<file path="config.mk">
export PLATFORM = sky130hd
export DESIGN_NAME = gpio_bank
export DESIGN_NICKNAME = d
export VERILOG_FILES = /design/src/design/gpio_bank_pkg.sv /design/src/design/gpio_bank.sv
export SDC_FILE = /design/constraint.sdc
export NUM_CORES = 2
export LEC_CHECK = 0
export BUFFER_PORTS_ARGS = -buffer_cell sky130_fd_sc_hd__buf_2
export CAP_MARGIN = 15
export CORE_AREA = 3 3 432 434
export DETAILED_ROUTE_END_ITERATION = 12
export DIE_AREA = 0 0 435 437
export HOLD_SLACK_MARGIN = 0.05
export PLACE_DENSITY = 0.38
export SKIP_CTS_REPAIR_TIMING = 1
export SYNTH_ARGS = -nofsm -noshare
export SYNTH_HDL_FRONTEND = slang
export SYNTH_SLANG_ARGS = --single-unit
</file>
<file path="constraint.sdc">
create_clock -name sys_clk -period 27 [get_ports sys_clk]
set_input_delay 1.35 -clock sys_clk [delete_from_list [all_inputs] [get_ports sys_clk]]
set_output_delay 1.35 -clock sys_clk [all_outputs]
set_load 0.005 [all_outputs]
</file>
<file path="src/design/gpio_bank_pkg.sv">
// Constants, types and register map of the parallel I/O port bank
// Overview of operation
// Sample every pin once per state time
// Input pin: write latch, read sampled pin
// Input pin modify source is sampled pin
// Direction one enables driver, write reaches pin
// Output pin read returns output latch
// Output pin modify source is output latch
// Six ports have per-bit open-drain select
// Threshold select per byte, two for wide; the code gives port 6 none and ties its cmos_sel to zero
// Direction independent of chosen input threshold
// Third port lacks bit fourteen
// Fifth port is input only, no drivers
// First two ports addressed as byte halves
// Each line has one alternate function
// Alternate output ignored while direction is input
// Alternate output ANDed with latch, except PWM
// Reset selects input direction everywhere
// Output pin feeds latch to alternate input
// Reset-time signals get direction automatically
// External bus switches direction automatically
// Software sets direction before enabling alternates
// Fourth port drives segment address outputs
// Latches and open-drain reset zero
package gpio_bank_pkg;
	typedef logic [8:0][15:0] port_vec_t;
	typedef logic [8:0][1:0]  thr_vec_t;

	typedef struct packed {
		logic [7:0]  addr;
		logic [15:0] wdata;
		logic        wr;
		logic        rd;
	} reg_req_t;

	typedef struct packed {
		logic             en;
		logic             drive;
		logic [1:0][15:0] data;
	} ext_bus_t;

	typedef struct packed {
		logic       en;
		logic [7:0] addr;
	} seg_addr_t;

	typedef struct packed {
		logic       valid;
		logic [3:0] port;
		logic [15:0] lane;
		logic       hi;
	} view_t;

	typedef struct packed {
		port_vec_t  pin_meta;
		port_vec_t  pin_sync;
		port_vec_t  in_latch;
		port_vec_t  latch;
		port_vec_t  dir;
		port_vec_t  od;
		logic [15:0] thr;
		logic [15:0] xthr;
		logic [15:0] rdata;
		logic [1:0] tick_cnt;
	} gpio_state_t;

	localparam logic [3:0]  KIND_DATA   = 4'h0;
	localparam logic [3:0]  KIND_DIR    = 4'h1;
	localparam logic [3:0]  KIND_OD     = 4'h2;
	localparam logic [3:0]  KIND_TOGGLE = 4'h3;
	localparam logic [7:0]  ADDR_THR    = 8'h40;
	localparam logic [7:0]  ADDR_XTHR   = 8'h41;
	localparam logic [15:0] THR_MASK    = 16'h01FF;
	localparam logic [15:0] XTHR_MASK   = 16'h000F;
	localparam logic [15:0] RESET_WORD  = 16'h0000;
	localparam logic [3:0]  VIEW_LAST   = 4'hA;
	localparam logic [3:0]  VIEW_FULL0  = 4'h4;
	localparam logic [3:0]  PORT_SEG    = 4'h4;
	localparam logic [3:0]  PORT_CHECK  = 4'h2;

	localparam int CLK_PERIOD_NS     = 8;
	localparam int STATE_TIME_NS     = 16;
	localparam int STATE_TIME_CYCLES = (STATE_TIME_NS + CLK_PERIOD_NS - 1) / CLK_PERIOD_NS;
	localparam logic [1:0] STATE_LAST = 2'(STATE_TIME_CYCLES - 1);

	localparam port_vec_t IMPL_MASK = {16'h00FF, 16'h00FF, 16'h00FF, 16'hFFFF, 16'h00FF,
		16'hBFFF, 16'hFFFF, 16'hFFFF, 16'hFFFF};
	localparam port_vec_t OUT_MASK = {16'h00FF, 16'h00FF, 16'h00FF, 16'h0000, 16'h00FF,
		16'hBFFF, 16'hFFFF, 16'hFFFF, 16'hFFFF};
	localparam port_vec_t OD_MASK = {16'h00FF, 16'h00FF, 16'h00FF, 16'h0000, 16'h00FF,
		16'hBFFF, 16'hFFFF, 16'h0000, 16'h0000};

	function automatic view_t decode_view(input logic [3:0] idx);
		view_t v;
		v.valid = (idx <= VIEW_LAST);
		v.hi = 1'b0;
		v.lane = 16'hFFFF;
		v.port = 4'h0;
		if (idx < VIEW_FULL0) begin
			v.port = {3'h0, idx[1]};
			v.hi = idx[0];
			v.lane = idx[0] ? 16'hFF00 : 16'h00FF;
		end else if (v.valid) begin
			v.port = 4'(idx - 4'h2);
		end
		return v;
	endfunction
endpackage

</file>
<file path="src/design/gpio_bank.sv">
// Parallel I/O port bank: latches, direction, open drain, thresholds, alternates
`timescale 1ns/1ps
module gpio_bank #(
	parameter gpio_bank_pkg::port_vec_t AUTO_MASK = {16'h0000, 16'h0000, 16'h0000, 16'h0000,
		16'h0000, 16'h8000, 16'h0000, 16'h0000, 16'h0000}
) (
	input  wire logic                      sys_clk,
	input  wire logic                      resetn,
	input  wire gpio_bank_pkg::reg_req_t   req,
	output logic [15:0]                    rdata,
	input  wire gpio_bank_pkg::port_vec_t  pins_i,
	output gpio_bank_pkg::port_vec_t       pins_o,
	output gpio_bank_pkg::port_vec_t       pins_oe,
	input  wire gpio_bank_pkg::port_vec_t  alt_out_en,
	input  wire gpio_bank_pkg::port_vec_t  alt_out_data,
	input  wire gpio_bank_pkg::port_vec_t  alt_pwm_sel,
	output gpio_bank_pkg::port_vec_t       alt_in,
	input  wire gpio_bank_pkg::ext_bus_t   ext_bus,
	input  wire gpio_bank_pkg::seg_addr_t  seg_addr,
	output gpio_bank_pkg::thr_vec_t        cmos_sel
);
	logic [1:0]                rst_pipe;
	logic                      rst_n;
	gpio_bank_pkg::gpio_state_t st;
	gpio_bank_pkg::gpio_state_t next_st;
	gpio_bank_pkg::view_t      view;
	logic [3:0]                kind;
	logic                      tick;
	logic [15:0]               cur;
	logic [15:0]               wv;
	logic [15:0]               sw;

	// Output pins read back their latch, input pins their sampled level
	function automatic logic [15:0] sw_view(input logic [15:0] d, input logic [15:0] l,
		input logic [15:0] i);
		return (d & l) | (~d & i);
	endfunction

	// Puts a byte into the half that the view selects
	function automatic logic [15:0] place(input logic [15:0] x, input logic hi);
		return hi ? {x[7:0], 8'h00} : x;
	endfunction

	always_ff @(posedge sys_clk or negedge resetn) begin
		if (!resetn) begin
			rst_pipe <= 2'h0;
		end else begin
			rst_pipe <= {rst_pipe[0], 1'b1};
		end
	end
	assign rst_n = rst_pipe[1];

	assign tick = (st.tick_cnt == gpio_bank_pkg::STATE_LAST);
	assign kind = req.addr[7:4];
	assign view = gpio_bank_pkg::decode_view(req.addr[3:0]);

	always_comb begin
		next_st = st;
		cur = 16'h0000;
		sw = 16'h0000;
		next_st.pin_meta = pins_i;
		next_st.pin_sync = st.pin_meta;
		next_st.tick_cnt = tick ? 2'h0 : st.tick_cnt + 2'h1;
		if (tick) begin
			next_st.in_latch = st.pin_sync & gpio_bank_pkg::IMPL_MASK;
		end
		next_st.rdata = 16'h0000;
		wv = place(req.wdata, view.hi) & view.lane;
		if (view.valid) begin
			sw = sw_view(st.dir[view.port], st.latch[view.port], st.in_latch[view.port]);
			if (kind == gpio_bank_pkg::KIND_DIR) begin
				cur = st.dir[view.port];
			end else if (kind == gpio_bank_pkg::KIND_OD) begin
				cur = st.od[view.port];
			end else begin
				cur = sw;
			end
		end
		if (req.rd) begin
			if (req.addr == gpio_bank_pkg::ADDR_THR) begin
				next_st.rdata = st.thr;
			end else if (req.addr == gpio_bank_pkg::ADDR_XTHR) begin
				next_st.rdata = st.xthr;
			end else if (view.valid && kind <= gpio_bank_pkg::KIND_TOGGLE) begin
				next_st.rdata = view.hi ? {8'h00, cur[15:8]} : (cur & view.lane);
			end
		end
		if (req.wr) begin
			if (req.addr == gpio_bank_pkg::ADDR_THR) begin
				next_st.thr = req.wdata & gpio_bank_pkg::THR_MASK;
			end else if (req.addr == gpio_bank_pkg::ADDR_XTHR) begin
				next_st.xthr = req.wdata & gpio_bank_pkg::XTHR_MASK;
			end else if (view.valid && kind == gpio_bank_pkg::KIND_DATA) begin
				next_st.latch[view.port] = ((st.latch[view.port] & ~view.lane) | wv)
					& gpio_bank_pkg::OUT_MASK[view.port];
			end else if (view.valid && kind == gpio_bank_pkg::KIND_TOGGLE) begin
				next_st.latch[view.port] = ((st.latch[view.port] & ~view.lane) | ((sw ^ wv) & view.lane))
					& gpio_bank_pkg::OUT_MASK[view.port];
			end else if (view.valid && kind == gpio_bank_pkg::KIND_DIR) begin
				next_st.dir[view.port] = ((st.dir[view.port] & ~view.lane) | wv)
					& gpio_bank_pkg::OUT_MASK[view.port];
			end else if (view.valid && kind == gpio_bank_pkg::KIND_OD) begin
				next_st.od[view.port] = ((st.od[view.port] & ~view.lane) | wv)
					& gpio_bank_pkg::OD_MASK[view.port];
			end
		end
	end

	always_ff @(posedge sys_clk or negedge rst_n) begin
		if (!rst_n) begin
			st <= '0;
		end else begin
			st <= next_st;
		end
	end

	assign rdata = st.rdata;

	// Pin drivers; automatic pins get their driver enabled by alt_out_en but their value still passes the latch AND
	always_comb begin
		for (int p = 0; p < 9; p++) begin
			logic [15:0] drv_dir;
			logic [15:0] val;
			drv_dir = st.dir[p] | (AUTO_MASK[p] & alt_out_en[p]);
			val = (alt_out_en[p] & ~alt_pwm_sel[p] & alt_out_data[p] & st.latch[p])
				| (alt_out_en[p] & alt_pwm_sel[p] & alt_out_data[p])
				| (~alt_out_en[p] & st.latch[p]);
			if (ext_bus.en && p < 2) begin
				drv_dir = {16{ext_bus.drive}};
				val = ext_bus.data[p[0]];
			end
			if (seg_addr.en && p == 4) begin
				drv_dir = 16'h00FF;
				val = {8'h00, seg_addr.addr};
			end
			val = val & gpio_bank_pkg::OUT_MASK[p];
			pins_o[p] = val;
			// Open drain only pulls low; a one leaves the wire to the pull-up
			pins_oe[p] = drv_dir & gpio_bank_pkg::OUT_MASK[p] & ~(st.od[p] & val);
			alt_in[p] = sw_view(st.dir[p], st.latch[p], st.in_latch[p]);
		end
	end

	assign cmos_sel[0] = {st.xthr[1], st.xthr[0]};
	assign cmos_sel[1] = {st.xthr[3], st.xthr[2]};
	assign cmos_sel[2] = st.thr[1:0];
	assign cmos_sel[3] = st.thr[3:2];
	assign cmos_sel[4] = {2{st.thr[4]}};
	assign cmos_sel[5] = st.thr[8:7];
	assign cmos_sel[6] = 2'h0;
	assign cmos_sel[7] = {2{st.thr[5]}};
	assign cmos_sel[8] = {2{st.thr[6]}};
endmodule

</file>
==> results.sh <==
export IMPL_outcome="finished clean"
export IMPL_cpPeakStageDelay_ps=860
export IMPL_yosys_cell_types_count=97
export IMPL_die_y_um=437
export IMPL_synthCells=3393
export IMPL_finalSetupTns_ps=0
export IMPL_max_freq_mhz=148.5
export IMPL_hold_viol=0
export IMPL_synth_ff_type="dfrtp_1"
export IMPL_synthToLayoutAreaGrowth_pct=25.87
export IMPL_synth_seq_area_share_pct=53.30
export IMPL_p_int_uw=2188
export IMPL_synth_area_top_cells="dfrtp_1 53%, mux2_2 11%, a21oi_1 3.8%"
export IMPL_r2r_cells=5
export IMPL_gp_congestion=0.9423
export IMPL_path_cells="buf_2 > buf_4 > inv_1 > buf_4 > ha_1 > nand2_1 > a32oi_4 > buf_4 > o21ai_0 > or4b_1 > mux2i_1 > nand2_1 > mux2i_2 > o21ai_1"
export IMPL_num_vias=32120
export IMPL_avgSynthCellArea_um2=11.04
export IMPL_firstDrtPassIters=6
export IMPL_dr_first_iter_drc_count=3070
export IMPL_drt_total_wl_mm=232.3
export IMPL_yosysTopAreaCell="dfrtp_1"
export IMPL_cp_startpoint="req[19]"
export IMPL_cp_common_cell="buf_4"
export IMPL_htreeDepth=3
export IMPL_numCtsBuffers=96
export IMPL_clock_sinks=798
export IMPL_seqPwrFrac_pct=42.9
export IMPL_cpMaxStageDelayCell="ha_1"
export IMPL_die_area_um2=190100
export IMPL_fin_skew_ps=62.38
export IMPL_clockBufferDepth=3
export IMPL_initial_core_util_pct=20.46
export IMPL_slew_headroom_pct=10.57
export IMPL_drc=0
export IMPL_syn_area_um2=37460
export IMPL_crit_path_end_kind="flip-flop"
export IMPL_overflow=0
export IMPL_dp_cells=6544
export IMPL_drive_above_1_share_pct=35.76
export IMPL_power_density_nw_per_um2=68.13
export IMPL_swShare_pct=31.88
export IMPL_cp_buffers_inverters=5
export IMPL_arrival_ps=7300
export IMPL_crit_type="input port to flip-flop"
export IMPL_power_frac_comb_pct=15.3
export IMPL_top_layer="met5"
export IMPL_via_per_inst=4.770
export IMPL_cp_top_family="compound AO/OA/AOI/OAI gates"
export IMPL_critical_path_max_fanout=32
export IMPL_grt_pass1_wl_mm=302.7
export IMPL_antenna_found_initial=50
export IMPL_ys_ff_latch=798
export IMPL_ant_nets=0
export IMPL_place_hpwl_mm=185.2
export IMPL_final_cells=6734
export IMPL_worstReg2RegStart="rst_pipe[1]"
export IMPL_r2r_setup_slack_ps=21750
export IMPL_cts_tree="done"
export IMPL_clk_pin_slew_worst_paths_ps=60
export IMPL_setup_viol=0
export IMPL_grt_max_degree=166
export IMPL_synth_warnings=0
export IMPL_clockPowerShare_pct=41.8
export IMPL_drv_slew=0
export IMPL_synth_edf_count=0
export IMPL_portBuffers=832
export IMPL_peakVddDrop_v=0.00004786
export IMPL_grt_pass1_vias=30840
export IMPL_num_nets_final=4826
export IMPL_wl_met3_mm=14.80
export IMPL_min_period_ps=6736
export IMPL_crit_end="st[466]"
export IMPL_root_buffer="clkbuf_16"
export IMPL_wl_per_cell_um=34.49
export IMPL_io_pins=1113
export IMPL_grt_usage_pct=23.55
export IMPL_drv_cap=0
export IMPL_synth_top_area_share_pct=53.30
export IMPL_rows=157
export IMPL_r2r_end="st[116]"
export IMPL_die_w_um=435
export IMPL_cp_start_kind="input port"
export IMPL_coreArea_um2=183100
export IMPL_clock_latency_ps=740
export IMPL_leakage_uw=0.02199
export IMPL_worst_pin_slew_ps=1329
export IMPL_wl_met1_mm=100.5
export IMPL_finalCritPeriodShare_pct=24.95
export IMPL_cp_depth=14
export IMPL_synthArstFlopShare_pct=100.0
export IMPL_rsz0062_at_grt="no"
export IMPL_critical_path_required_ps=27560
export IMPL_switching_power_uw=1024
export IMPL_hold_class="flip-flop to flip-flop"
export IMPL_nFillCells=19620
export IMPL_wl_met2_mm=107.5
[layout by cell type (no fill, tap or decap), types with 19 or more instances in the layout]
cell | synthesis | final
a211oi_1 | 19 | 19
a21boi_0 | 55 | 54
a21oi_1 | 282 | 281
a22oi_1 | 36 | 35
and2_1 | 136 | 135
buf_2 | 40 | 831
buf_4 | 158 | 83
clkbuf_1 | 108 | 19
clkbuf_16 | 0 | 97
clkbuf_8 | 0 | 23
conb_1 | 2 | 101
dfrtp_1 | 798 | 797
inv_1 | 64 | 64
mux2_2 | 382 | 382
mux2i_1 | 32 | 32
nand2_1 | 261 | 261
nand2b_1 | 45 | 45
nand3_1 | 19 | 19
nor2_1 | 132 | 125
nor2b_1 | 128 | 128
o21ai_0 | 142 | 137
o21ai_1 | 34 | 36
o221ai_1 | 69 | 69
o22a_1 | 42 | 42
o22ai_1 | 68 | 68
o31ai_1 | 54 | 54
[final cells by class]
| type | instances | area [µm²] | share of cell area, % |
|---|---|---|---|
| antenna | 17 | 42.54 | 0.09021 |
| inverter | 65 | 244.0 | 0.5174 |
| tap | 2464 | 3083 | 6.538 |
| clock inverter | 34 | 396.6 | 0.8411 |
| multi-input combinational | 2299 | 15750 | 33.40 |
| clock buffer | 139 | 2815 | 5.970 |
| timing repair buffer | 918 | 4853 | 10.29 |
| sequential | 798 | 19970 | 42.35 |
[per-stage QoR]
stage	hold WS (ps)	setup slack (ps)	total power, µW	instance area [µm²]	utilization [%]
finish	317.3	20260	3213	47160	25.76
global route	335.6	20310	3313	47120	25.74
CTS	321.7	20480	3245	47110	25.73
detailed placement	334.7	19690	1889	43900	23.98
global placement	332.2	19740	1886	43890	23.97
floorplan	331.2	3110	1553	37840	-
[sequential cells by signal (all words and copies together) (netlist names)]
register / count
st: 656
next_st: 111
rdata: 16
cmos_sel: 13
rst_pipe: 2
[cells by family (layout without fill, tap and decap cells)]
family,Yosys count,in the layout,share of synthesized area (%)
mux,418,418,12.53
simple gates,822,822,11.27
xor+xnor,9,9,0.2305
fa+ha+maj,1,1,0.03339
compound gates,948,948,16.75
other cells,2,118,0.02005
buf+inv,395,1156,5.861
flops,798,798,53.30
[power by group through the flow]
stage / sequential (µW) / clock [µW] / combinational [µW]
global route: 1380 / 1420 / 517
CTS: 1380 / 1380 / 492
detailed placement: 1400 / 0 / 490
finish: 1380 / 1340 / 493
floorplan: 1320 / 0 / 233
global placement: 1400 / 0 / 488
[cells in the mapped netlist, types with 34 or more instances]
cell type,number
mux2_2,382
a21oi_1,282
dfrtp_1,798
a22oi_1,36
buf_2,40
a21boi_0,55
o21ai_0,142
nor2_1,132
clkbuf_1,108
nor2b_1,128
and2_1,136
buf_4,158
nand2_1,261
o31ai_1,54
nand2b_1,45
o22ai_1,68
o21ai_1,34
o221ai_1,69
o22a_1,42
inv_1,64
[worst register-to-register path, stage by stage (launching register included)]
cell and delay (ps):
dfrtp_4 900, buf_4 820, buf_12 730, buf_12 840, buf_4 970, buf_4 920
[metal layers]
metal	GRT usage, %	up-vias
li1	-	13600
met1	31.69	16770
met2	37.72	1444
met3	4.163	289
met4	8.704	14
met5	0	-
[worst min-delay path by stage]
stage                  endpoint  depth (start not counted)          from  slack [ps]
finish                  st[754]                          0  next_st[754]         320
global route            st[754]                          0  next_st[754]         340
CTS                 rst_pipe[1]                          1        resetn         320
detailed placement      st[629]                          0  next_st[629]         330
global placement        st[671]                          0  next_st[671]         330
floorplan           rst_pipe[1]                          0   rst_pipe[0]         330
No activity file was read; power rests on OpenSTA's default activity.
